`src/rtl/spi_core_pkg.sv`:
```
/*
  Constants, register map and state type shared by the serial port core
  and its test bench.
  Assumes a single bus clock and a byte-wide register port.
*/
// Notes on behaviour
// - done flag sets when received byte lands
// - done clears by status read, then data read
// - tx empty clears on status read, data write
// - data write without prior empty read ignored
// - select low while master sets fault flag
// - fault clears by status read, control write
// - queued master byte sent right after previous
// - unserviced done flag discards later bytes
// - enable bit hands four pins to port
// - transfer exchanges two bytes over eight shifts
// - master bit picks mode; only master starts
// - master data write loads shifter and starts
// - master drives select low during transfer
// - fault drops master, outputs, aborts transfer
// - fault flag with enable requests interrupt
// - half serial period before first clock edge
// - master format change aborts to idle
// - slave select rising forces slave idle
// - deselected slave tristates, ignores clock
// - phase bit picks latch and shift edges
// - slave first bit timing, store after eight
// - done flag half period after final edge
// - all-zero baud bits divide clock by two
package spi_core_pkg;
  localparam int DATA_W = 8;
  localparam int ADDR_W = 3;

  // =====================================================================
  // register offsets
  localparam logic [ADDR_W-1:0] ADDR_CTRL_ONE = 3'h0;
  localparam logic [ADDR_W-1:0] ADDR_CTRL_TWO = 3'h1;
  localparam logic [ADDR_W-1:0] ADDR_BAUD = 3'h2;
  localparam logic [ADDR_W-1:0] ADDR_STATUS = 3'h3;
  localparam logic [ADDR_W-1:0] ADDR_DATA = 3'h5;

  // =====================================================================
  // field positions
  localparam int C1_IRQ_EN = 7;
  localparam int C1_PORT_EN = 6;
  localparam int C1_MASTER = 4;
  localparam int C1_CPOL = 3;
  localparam int C1_CPHA = 2;
  localparam int C1_SEL_OE = 1;
  localparam int C1_LSB_FIRST = 0;
  localparam int C2_FAULT_EN = 4;
  localparam int C2_BIDIR_OE = 3;
  localparam int C2_BIDIR_EN = 0;
  localparam int ST_DONE = 7;
  localparam int ST_TX_EMPTY = 5;
  localparam int ST_FAULT = 4;
  localparam int BAUD_PRE_LSB = 4;
  localparam int BAUD_SEL_LSB = 0;
  localparam int PIN_SS = 0;
  localparam int PIN_SCK = 1;
  localparam int PIN_MOSI = 2;
  localparam int PIN_MISO = 3;

  // =====================================================================
  // reset values, masks, counts
  localparam logic [DATA_W-1:0] CTRL_ONE_RESET = 8'h00;
  localparam logic [DATA_W-1:0] CTRL_TWO_RESET = 8'h00;
  localparam logic [DATA_W-1:0] BAUD_RESET = 8'h00;
  localparam logic [DATA_W-1:0] CTRL_TWO_MASK = 8'h19;
  localparam logic [DATA_W-1:0] BAUD_MASK = 8'h77;
  localparam logic [3:0] SYNC_RESET = 4'h1;
  localparam logic [12:0] CFG_KEY_RESET = 13'h0000;
  localparam logic [4:0] LAST_EDGE = 5'h0f;

  typedef enum logic [1:0] {IDLE, XFER, TAIL} xfer_state_t;
endpackage

```
`src/rtl/spi_master_slave_core.sv`:
```
/*
  Byte-wide synchronous serial port, master or slave, with its registers.
  Assumes a single bus clock well above the serial clock in slave mode;
  pin inputs are raw and pass two flops here; pads resolve the enables.
*/
// Local design decisions: the register offsets and the strobed register port.
`timescale 1ns/1ns
`default_nettype none
module spi_master_slave_core (
  // clock and reset
  input wire logic clk,
  input wire logic reset_n,
  // register port
  input wire logic [spi_core_pkg::ADDR_W-1:0] addr,
  input wire logic [spi_core_pkg::DATA_W-1:0] wrData,
  input wire logic wrStrobe,
  input wire logic rdStrobe,
  output logic [spi_core_pkg::DATA_W-1:0] rdData,
  // interrupt request
  output logic irqReq,
  // select pin
  input wire logic ssIn,
  output logic ssOut,
  output logic select_output_enable,
  // serial clock pin
  input wire logic sckIn,
  output logic sckOut,
  output logic sckOe,
  // master-out pin
  input wire logic mosiIn,
  output logic mosiOut,
  output logic mosiOe,
  // master-in pin
  input wire logic misoIn,
  output logic misoOut,
  output logic misoOe
);
  import spi_core_pkg::*;

  // =====================================================================
  // declarations
  xfer_state_t state;
  logic [DATA_W-1:0] ctrlOne, ctrlTwo, baud, statusWord;
  logic [DATA_W-1:0] txBuf, rxData, shiftReg, rxByte;
  logic [3:0] syncA, syncB;
  logic [12:0] cfgKey, cfgLast;
  logic [4:0] edgeCnt;
  logic txFull, doneFlag, faultFlag, latched, sckLevel, sckPrev;
  logic txArmed, doneArmed, faultArmed;
  logic portEnable, master, cpol, cpha, selOe, lsbFirst;
  logic faultEn, bidirEn, bidir_output_enable, ssSel, inBit, outBit;
  logic ctrlOneWr, ctrlTwoWr, baudWr, dataWr, statusRd, dataRd;
  logic faultEv, abort, halfTick, masterEdge, slaveEdge, edgeEv;
  logic oddEdge, latchEv, shiftEv, lastEdge, completion;
  logic masterLoad, slaveLoad, slaveStart, acceptWr, baudRun;

  // shift one bit in at the end chosen by bit order
  function automatic logic [DATA_W-1:0] shiftIn(
    input logic [DATA_W-1:0] cur,
    input logic bitIn,
    input logic lsbf
  );
    if (lsbf) begin
      shiftIn = {bitIn, cur[DATA_W-1:1]};
    end else begin
      shiftIn = {cur[DATA_W-2:0], bitIn};
    end
  endfunction

  // =====================================================================
  // control decode
  assign portEnable = ctrlOne[C1_PORT_EN];
  assign master = ctrlOne[C1_MASTER];
  assign cpol = ctrlOne[C1_CPOL];
  assign cpha = ctrlOne[C1_CPHA];
  assign selOe = ctrlOne[C1_SEL_OE];
  assign lsbFirst = ctrlOne[C1_LSB_FIRST];
  assign faultEn = ctrlTwo[C2_FAULT_EN];
  assign bidir_output_enable = ctrlTwo[C2_BIDIR_OE];
  assign bidirEn = ctrlTwo[C2_BIDIR_EN];
  assign ctrlOneWr = wrStrobe && addr == ADDR_CTRL_ONE;
  assign ctrlTwoWr = wrStrobe && addr == ADDR_CTRL_TWO;
  assign baudWr = wrStrobe && addr == ADDR_BAUD;
  assign dataWr = wrStrobe && addr == ADDR_DATA;
  assign statusRd = rdStrobe && addr == ADDR_STATUS;
  assign dataRd = rdStrobe && addr == ADDR_DATA;

  // =====================================================================
  // pin synchronisers, two flops before any use
  always_ff @(posedge clk or negedge reset_n) begin
    if (!reset_n) begin
      syncA <= SYNC_RESET;
      syncB <= SYNC_RESET;
      sckPrev <= 1'b0;
    end else begin
      syncA <= {misoIn, mosiIn, sckIn, ssIn};
      syncB <= syncA;
      sckPrev <= syncB[PIN_SCK];
    end
  end

  assign ssSel = !syncB[PIN_SS];
  // bidirectional mode folds input onto the shared pin
  assign inBit = master ? (bidirEn ? syncB[PIN_MOSI] : syncB[PIN_MISO])
                        : (bidirEn ? syncB[PIN_MISO] : syncB[PIN_MOSI]);

  // =====================================================================
  // events
  // select seen low as master with fault detect and no select drive
  assign faultEv = portEnable && master && faultEn && !selOe && ssSel;
  assign cfgKey = {cpol, cpha, selOe, lsbFirst, faultEn, bidirEn,
                   bidirEn && bidir_output_enable, baud[BAUD_PRE_LSB +: 3],
                   baud[BAUD_SEL_LSB +: 3]};
  // master format change, fault, deselect or disable end a transfer at once
  assign abort = faultEv
    || (master && cfgKey != cfgLast)
    || (!master && state != IDLE && !ssSel)
    || !portEnable;
  assign masterEdge = master && state == XFER && halfTick;
  // a deselected slave ignores its clock input entirely
  assign slaveEdge = !master && state == XFER && ssSel
                     && syncB[PIN_SCK] != sckPrev;
  assign edgeEv = masterEdge || slaveEdge;
  assign oddEdge = !edgeCnt[0];
  // latch on odd edges with phase clear, on even edges with it set
  assign latchEv = edgeEv && (oddEdge != cpha);
  // with phase set the first edge only presents the first bit
  assign shiftEv = edgeEv && (oddEdge == cpha)
                   && !(cpha && edgeCnt == '0);
  assign lastEdge = edgeEv && edgeCnt == LAST_EDGE;
  // phase set leaves one shift for after the sixteenth edge
  assign rxByte = cpha ? shiftIn(shiftReg, latched, lsbFirst) : shiftReg;
  assign completion = state == TAIL && halfTick && !abort;
  assign acceptWr = dataWr && txArmed;
  assign masterLoad = portEnable && master && txFull && !abort
                      && (state == IDLE || completion);
  assign slaveLoad = portEnable && !master && txFull && state == IDLE
                     && !ssSel;
  assign slaveStart = portEnable && !master && state == IDLE && ssSel
                      && !abort;
  // the slave only times its trailing half period
  assign baudRun = master ? state != IDLE : state == TAIL;

  spi_baud_tick #(
    .PRE_W(3),
    .SEL_W(3),
    .CNT_W(11)
  ) u_baud (
    .clk(clk),
    .reset_n(reset_n),
    .run(baudRun),
    .preselect(baud[BAUD_PRE_LSB +: 3]),
    .select(baud[BAUD_SEL_LSB +: 3]),
    .halfTick(halfTick)
  );

  // =====================================================================
  // transfer sequencer
  always_ff @(posedge clk or negedge reset_n) begin
    if (!reset_n) begin
      state <= IDLE;
    end else if (abort) begin
      state <= IDLE;
    end else begin
      case (state)
        IDLE: begin
          // first edge waits one half period after the load
          if (masterLoad || slaveStart) begin
            state <= XFER;
          end
        end
        XFER: begin
          if (lastEdge) begin
            state <= TAIL;
          end
        end
        TAIL: begin
          if (completion) begin
            state <= masterLoad ? XFER : IDLE;
          end
        end
        default: begin
          state <= IDLE;
        end
      endcase
    end
  end

  // edges seen in the current byte
  always_ff @(posedge clk or negedge reset_n) begin
    if (!reset_n) begin
      edgeCnt <= '0;
    end else if (state != XFER) begin
      edgeCnt <= '0;
    end else if (edgeEv) begin
      edgeCnt <= edgeCnt + 5'h01;
    end
  end

  // serial clock level, parked at polarity while idle
  always_ff @(posedge clk or negedge reset_n) begin
    if (!reset_n) begin
      sckLevel <= 1'b0;
    end else if (state == IDLE) begin
      sckLevel <= cpol;
    end else if (masterEdge) begin
      sckLevel <= !sckLevel;
    end
  end

  // input bit captured on latch edges
  always_ff @(posedge clk or negedge reset_n) begin
    if (!reset_n) begin
      latched <= 1'b0;
    end else if (latchEv) begin
      latched <= inBit;
    end
  end

  // shifter: eight shifts swap bytes with the far end
  always_ff @(posedge clk or negedge reset_n) begin
    if (!reset_n) begin
      shiftReg <= '0;
    end else if (masterLoad || slaveLoad) begin
      shiftReg <= txBuf;
    end else if (completion) begin
      shiftReg <= rxByte;
    end else if (shiftEv) begin
      shiftReg <= shiftIn(shiftReg, latched, lsbFirst);
    end
  end

  // =====================================================================
  // transmit buffer; empty flag is its inverse
  always_ff @(posedge clk or negedge reset_n) begin
    if (!reset_n) begin
      txBuf <= '0;
      txFull <= 1'b0;
    end else if (acceptWr) begin
      txBuf <= wrData;
      txFull <= 1'b1;
    end else if (masterLoad || slaveLoad) begin
      txFull <= 1'b0;
    end
  end

  // read-then-access arming; a status read sees the flag set
  always_ff @(posedge clk or negedge reset_n) begin
    if (!reset_n) begin
      txArmed <= 1'b0;
      doneArmed <= 1'b0;
      faultArmed <= 1'b0;
    end else begin
      if (statusRd && !txFull) begin
        txArmed <= 1'b1;
      end else if (dataWr) begin
        txArmed <= 1'b0;
      end
      if (statusRd && doneFlag) begin
        doneArmed <= 1'b1;
      end else if (dataRd) begin
        doneArmed <= 1'b0;
      end
      if (statusRd && faultFlag) begin
        faultArmed <= 1'b1;
      end else if (ctrlOneWr) begin
        faultArmed <= 1'b0;
      end
    end
  end

  // done flag and receive data; late bytes are dropped while set,
  // but a clearing read in the same cycle lets the new byte in
  always_ff @(posedge clk or negedge reset_n) begin
    if (!reset_n) begin
      doneFlag <= 1'b0;
      rxData <= '0;
    end else if (completion && (!doneFlag || (dataRd && doneArmed))) begin
      doneFlag <= 1'b1;
      rxData <= rxByte;
    end else if (dataRd && doneArmed && !completion) begin
      doneFlag <= 1'b0;
    end
  end

  // fault flag, set wins over the clearing write
  always_ff @(posedge clk or negedge reset_n) begin
    if (!reset_n) begin
      faultFlag <= 1'b0;
    end else if (faultEv) begin
      faultFlag <= 1'b1;
    end else if (ctrlOneWr && faultArmed) begin
      faultFlag <= 1'b0;
    end
  end

  // =====================================================================
  // control registers; a fault overrides a same-cycle master write
  always_ff @(posedge clk or negedge reset_n) begin
    if (!reset_n) begin
      ctrlOne <= CTRL_ONE_RESET;
    end else begin
      if (ctrlOneWr) begin
        ctrlOne <= wrData;
      end
      if (faultEv) begin
        ctrlOne[C1_MASTER] <= 1'b0;
      end
    end
  end

  always_ff @(posedge clk or negedge reset_n) begin
    if (!reset_n) begin
      ctrlTwo <= CTRL_TWO_RESET;
      baud <= BAUD_RESET;
    end else begin
      if (ctrlTwoWr) begin
        ctrlTwo <= wrData & CTRL_TWO_MASK;
      end
      if (baudWr) begin
        baud <= wrData & BAUD_MASK;
      end
    end
  end

  // previous format, compared to spot a change
  always_ff @(posedge clk or negedge reset_n) begin
    if (!reset_n) begin
      cfgLast <= CFG_KEY_RESET;
    end else begin
      cfgLast <= cfgKey;
    end
  end

  // status image, unused bits read zero
  always_comb begin
    statusWord = '0;
    statusWord[ST_DONE] = doneFlag;
    statusWord[ST_TX_EMPTY] = !txFull;
    statusWord[ST_FAULT] = faultFlag;
  end

  // read data valid only in the cycle after the strobe
  always_ff @(posedge clk or negedge reset_n) begin
    if (!reset_n) begin
      rdData <= '0;
    end else if (!rdStrobe) begin
      rdData <= '0;
    end else begin
      case (addr)
        ADDR_CTRL_ONE: rdData <= ctrlOne;
        ADDR_CTRL_TWO: rdData <= ctrlTwo;
        ADDR_BAUD: rdData <= baud;
        ADDR_STATUS: rdData <= statusWord;
        ADDR_DATA: rdData <= rxData;
        default: rdData <= '0;
      endcase
    end
  end

  // =====================================================================
  // pins; all released while the port is disabled
  assign outBit = lsbFirst ? shiftReg[0] : shiftReg[DATA_W-1];
  assign irqReq = ctrlOne[C1_IRQ_EN] && (faultFlag || doneFlag);
  assign sckOut = sckLevel;
  assign sckOe = portEnable && master;
  assign mosiOut = outBit;
  assign mosiOe = portEnable && master && (!bidirEn || bidir_output_enable);
  assign misoOut = outBit;
  // phase clear: first bit stands as soon as select falls
  // a pending fault keeps the slave output off until it is cleared
  assign misoOe = portEnable && !master && ssSel && !faultFlag
                  && (!bidirEn || bidir_output_enable);
  assign ssOut = state == IDLE;
  assign select_output_enable = portEnable && master && faultEn && selOe;

  // =====================================================================
  // checks
  a_done_sets: assert property (@(posedge clk) disable iff (!reset_n)
    completion && !doneFlag |=> doneFlag && rxData == $past(rxByte))
    else $error("done flag or data not captured");
  a_done_clears: assert property (@(posedge clk) disable iff (!reset_n)
    dataRd && doneArmed && !completion |=> !doneFlag)
    else $error("done flag not cleared");
  a_write_ignored: assert property (@(posedge clk) disable iff (!reset_n)
    dataWr && !txArmed && !txFull |=> !txFull)
    else $error("unarmed data write accepted");
  a_fault_effect: assert property (@(posedge clk) disable iff (!reset_n)
    faultEv |=> faultFlag && !master && state == IDLE && !sckOe && !misoOe)
    else $error("fault did not take effect");
  a_fault_clear: assert property (@(posedge clk) disable iff (!reset_n)
    ctrlOneWr && faultArmed && !faultEv |=> !faultFlag)
    else $error("fault flag not cleared");
  a_pins_released: assert property (@(posedge clk) disable iff (!reset_n)
    !portEnable |-> !sckOe && !mosiOe && !misoOe && !select_output_enable)
    else $error("pin driven while disabled");
  a_start_delay: assert property (@(posedge clk) disable iff (!reset_n)
    state == IDLE && masterLoad |=> sckOut == $past(cpol) && edgeCnt == '0)
    else $error("clock started without delay");
  a_back_to_back: assert property (@(posedge clk) disable iff (!reset_n)
    completion && masterLoad |=> state == XFER && !txFull)
    else $error("queued byte not sent next");
  a_slave_quiet: assert property (@(posedge clk) disable iff (!reset_n)
    !master && !ssSel |-> !misoOe ##1 !(slaveEdge))
    else $error("deselected slave active");
  a_select_low: assert property (@(posedge clk) disable iff (!reset_n)
    lastEdge && !abort |=> !ssOut && state == TAIL)
    else $error("select or tail wrong");
endmodule
`default_nettype wire

```
`src/rtl/spi_baud_tick.sv`:
```
/*
  Half-period tick generator for the serial clock.
  Assumes run is a level from the same clock; the count restarts when
  run drops, so the first tick comes one half period after run rises.
*/
`timescale 1ns/1ns
`default_nettype none
module spi_baud_tick #(
  parameter int PRE_W = 3,
  parameter int SEL_W = 3,
  parameter int CNT_W = 11
) (
  // clock and reset
  input wire logic clk,
  input wire logic reset_n,
  // control
  input wire logic run,
  input wire logic [PRE_W-1:0] preselect,
  input wire logic [SEL_W-1:0] select,
  // tick out
  output logic halfTick
);
  logic [CNT_W-1:0] count;
  logic [CNT_W-1:0] halfLen;

  // the widest half period must fit the counter
  if (CNT_W < PRE_W + (1 << SEL_W)) begin : g_bad_width
    $error("spi_baud_tick: counter too narrow");
  end

  // half period is (pre + 1) * 2^sel, the full divisor halved
  assign halfLen = (CNT_W'(preselect) + CNT_W'(1)) << select;
  assign halfTick = run && (count == halfLen - CNT_W'(1));

  // free count while running, wraps on each tick
  always_ff @(posedge clk or negedge reset_n) begin
    if (!reset_n) begin
      count <= '0;
    end else if (!run || halfTick) begin
      count <= '0;
    end else begin
      count <= count + CNT_W'(1);
    end
  end
endmodule
`default_nettype wire

```
`config.mk`:
```
export PLATFORM = sky130hd
export DESIGN_NAME = spi_master_slave_core
export DESIGN_NICKNAME = d
export VERILOG_FILES = /design/src/rtl/spi_core_pkg.sv /design/src/rtl/spi_master_slave_core.sv /design/src/rtl/spi_baud_tick.sv
export SDC_FILE = /design/constraint.sdc
export NUM_CORES = 1
export LEC_CHECK = 0
export BUFFER_PORTS_ARGS = -buffer_cell sky130_fd_sc_hd__buf_2
export CAP_MARGIN = 10
export CORE_ASPECT_RATIO = 0.7
export CORE_MARGIN = 2
export CORE_UTILIZATION = 45
export DETAILED_ROUTE_END_ITERATION = 8
export SLEW_MARGIN = 20
export SYNTH_ARGS = -nofsm -noshare
export SYNTH_HDL_FRONTEND = slang
export SYNTH_HIERARCHICAL = 1
export SYNTH_SLANG_ARGS = --single-unit
```
`constraint.sdc`:
```
create_clock -name clk -period 6.97 [get_ports clk]
set_clock_uncertainty 0.2 [all_clocks]
set_input_delay 0.3485 -clock clk [delete_from_list [all_inputs] [get_ports clk]]
set_output_delay 0.3485 -clock clk [all_outputs]
set_load 0.05 [all_outputs]
```
==> results.txt <==
* Category of the worst setup path capture point: flop
* Cell Count, Final, Fillers Out: 748
- Number of H-tree levels: 3
* Met3 usage in global routing: 4.316%
- Remaining routing DRC violations: 0
- The core region is 12340 sq um.
* EDFF count, synth: 0
- Number of instances in the synthesized netlist: 557
* Final worst path period share: 72.21%
* Antenna diode count: 0
* Floorplan die width: 138.1 um
- Prevailing post-synth register cell: dfrtp_1
* Number of buffers inserted by hold repair at cts: 5
* First-pass GRT wire length: 21.71 mm
* F_max: roughly 200 MHz
- Number of pins exceeding their max-slew limit in the final report: 0
- Ranked by total cell area, the synthesized netlist is headed by dfrtp_1 (42%), mux2i_1 (5.3%), mux2_1 (4.4%).
- Count of endpoints failing setup in the final report: 0
- Once the clock tree was built, the setup fixing pass inserted 0 buffers.
- GP Congestion: 0.9169
- Die Area: 13520 sq um
* Vias: around 4200
* Fin Setup TNS: 0 ps
* Placed cells: 727
- Count of warnings emitted by yosys: 6
* Cell internal pwr: 1.215 mW
- Overflow left after global routing: 0
* Cell taking the most area after synthesis: dfrtp_1
* Detail-routed via count per cell: between 5 and 6
- IO Port Bufs: 35
* Met2 Usage GRT: 26.96%
- Fraction of layout instances using a drive strength above 1: 16.72%
- The setup path with the least slack is of type flop to flop.
* Max-cap viol count: 0
* Pwr dens: 316.0 nW/um^2
* Register bit count reported by yosys: 97
- Final-layout fill cell count: 1153
- The clock passes through at most 2 buffers.
- In this run the worst path has a maximum fanout of 20.
- Combinational logic burns 33.1% of the power.
* Kind of start point of the critical path: flop
* Sequential cell area: 2430 sq um
- Each instance of the synthesized netlist takes up on average 10.17 sq um.
- Result of the run: finished clean
* Post-cts repair resize count: 0
- Dividing the detail-routed wire length by the instance count gives 17.66 um.
- After floorplanning, the core was divided into 34 placement rows.
* Largest net degree at the start of global routing: 82
* Max-Slew Margin vs Limit: 29.37%
- Per report_power, the sequential group accounts for 41.9% of the total.
* Number of different library cells in the post-synthesis netlist: 74
- TritonCTS built the clock tree.
- Synthesis-to-finish area growth: 10.16%
- The detailed router finished its first iteration with slightly below 400 violations.
* Portion of synthesized cell area occupied by the leading cell type: 41.95%
- Utilization of the core after routing: between 50% and 60%
* Antenna violation net count after detailed routing: 0
- Number of optimization iterations in the first detailed-route pass: 5
- The final layout contains between 600 and 700 nets.
* Area of the multi-input gates: ~3000 sq um
- Num ports: 36
- Synthesized cell area: 5667 sq um
* Number of antenna violations at the first check in global routing: 0
- For this design the static power due to leakage is approximately 2.8 nW.
- The number of global-route vias before repair is 3959.
- After legalization and detailed placement, the total HPWL measured just under 10 mm.
- In the global route stage, overall resource usage came out at 20.13%.
- Per report_power, the clock group accounts for 25.0% of the total.
- CP Data Required Time: 6990 ps
- Wires add up to 13.21 mm.
- Data on the critical path arrives at its endpoint at 5050 ps.
* Final Hold Vio Count: 0
- After clock tree synthesis, the clock-pin slew on the worst setup and hold paths is approximately 70 ps.
* Vertical die dimension: 97.89 um
- Worst IR Drop VDD: 0.1335 mV
* Met1 track demand over resource: 33.08%
- Sequential elements use 42.88% of the synthesized area.
- For the worst-skew pair, the clock arrives at the later sink with an insertion delay of 340 ps.
* Number of buffers created by CTS: 9
- Starting density of the core: between 40 and 50%
- Net switching is 38.42% of the power.
* Mapped Nets: about 580
* Clock sink total: 97
- RSZ-0062 raised after global routing: false
- Pin slew with the least headroom to its limit: between 1000 and 1500 ps
- After layout, the minimum clock period comes to ~5000 ps.
* Type of the most critical hold path: primary input to flop
* Most Used Layer, Global Route: met1
- Buffer cell driving the clock tree root: clkbuf_16
- Switching power of the nets: 0.7579 mW
- Post-synth ARST share: 100.0%
## cells in the final DEF, fill, tap and decap left out, types with 3 or more instances in the layout
cell type      instances
a22oi_1                6
nor4b_1                3
buf_2                 34
and3_1                 7
a31oi_1                3
mux2_4                 8
nor2_2                10
clkbuf_16              9
o211ai_1               3
a211oi_2               3
nand2b_1               8
a211oi_1               5
ha_1                   6
o21ai_1                9
nand2_1               48
o22a_1                 3
nand4_1                8
nor4_2                 3
dfrtp_1               95
dlygate4sd3_1          5
nand3_1               17
mux2_2                 5
xor2_1                20
and2_1                 7
inv_1                 21
nor2b_1               11
nand3b_1               4
nor3_1                 6
o21ai_0                7
mux2_1                22
xnor2_1               22
a21oi_1               32
mux2i_1               30
nor2_1                45
## worst max-delay path, stage by stage, from the launching register on
cell       delay (ps)
dfrtp_1           620
ha_1              570
nand2b_4          140
nand2_1            80
nand2_1            50
ha_1              270
xnor2_1           240
xor2_1            100
a2111oi_0         500
nand4b_1          170
a311oi_2          280
and2_1            230
and3_1            190
nand2_1            70
a21oi_2           680
nand2_8           170
mux2_4            350
## cell type report
class                           count  area share [%]
Timing Repair Buffer               42           3.949
Tap cell                          162           3.247
Inverter                           21           1.263
Multi-Input combinational cell    410           47.89
Clock inverter                      5           1.002
Sequential cell                    97           38.93
Clock buffer                       11           3.728
## through the flow
stage | power, mW | setup slack, ps | cell area (sq um) | hold WS (ps)
after floorplan | 1.324 | 2818 | 5667 | -147.1
after global placement | 1.465 | 2167 | 5893 | 20.24
after detailed placement | 1.478 | 2001 | 5893 | 24.34
after CTS | 1.980 | 1974 | 6238 | 34.09
after global routing | 2.094 | 1572 | 6242 | 46.57
final | 1.973 | 1937 | 6242 | 39.75
## Yosys cell counts, types with 9 or more instances
cell / n
nand3_1: 17
a21oi_1: 32
nand2_1: 48
nor2_1: 45
mux2i_1: 30
buf_2: 9
dfrtp_1: 95
o21ai_1: 9
xor2_1: 20
mux2_1: 22
inv_1: 21
nor2_2: 10
xnor2_1: 22
clkbuf_1: 12
nor2b_1: 11
## sequential cells by signal (all words and copies together), names as in the netlist
| register | cells |
|---|---|
| edgeCnt | 5 |
| txArmed | 1 |
| ctrlTwo | 3 |
| ctrlOne | 8 |
| txFull | 1 |
| u_baud/count | 11 |
| sckPrev | 1 |
| cfgLast | 13 |
| doneFlag | 1 |
| syncB | 4 |
| sckOut | 1 |
| rdData | 8 |
| faultFlag | 1 |
| state | 2 |
| baud | 6 |
| txBuf | 8 |
| syncA | 4 |
| doneArmed | 1 |
| latched | 1 |
| rxData | 8 |
| faultArmed | 1 |
| shiftReg | 8 |
## logic make-up after synthesis
group                      count (synthesis)  synth area share, %
DFF                                       97                42.88
buffers and inverters                     50                4.372
xor gates and xnor gates                  43                6.779
AOI/OAI and AO/OA                        100                13.18
adders and majority gates                  6                1.325
and+or+nand+nor                          196                18.68
muxes                                     65                12.78
## per-layer routing
| layer | wire length [um] | up-vias |
|---|---|---|
| li1 | - | 2015 |
| met4 | 108 | 0 |
| met3 | 985 | 10 |
| met1 | 7083 | 2028 |
| met5 | 0 | - |
| met2 | 5032 | 144 |
## worst paths after layout
kind	startpoint	end	slack [ps]	depth (start not counted)
hold reg to reg	syncA[3]$_DFF_PN0_	syncB[3]$_DFF_PN0_	150	0
min in group asynchronous	reset_n	edgeCnt[2]$_DFFE_PN0P_	210	2
hold / removal	wrData[7]	txBuf[7]$_DFFE_PN0P_	40	2
setup / recovery	baud[4]$_DFFE_PN0P_	rxData[1]$_DFFE_PN0P_	1940	16
max in group asynchronous	reset_n	u_baud/count[5]$_DFF_PN0_	5400	3
setup reg to reg	baud[4]$_DFFE_PN0P_	rxData[1]$_DFFE_PN0P_	1940	16
## power groups by stage
| stage | logic, mW | clock network, mW | registers, mW |
|---|---|---|---|
| floorplan | 0.558 | 0 | 0.765 |
| global placement | 0.633 | 0 | 0.832 |
| detailed placement | 0.645 | 0 | 0.833 |
| CTS | 0.650 | 0.505 | 0.824 |
| global route | 0.720 | 0.528 | 0.846 |
| finish | 0.653 | 0.493 | 0.827 |
Power figures use the tool's default switching activity.
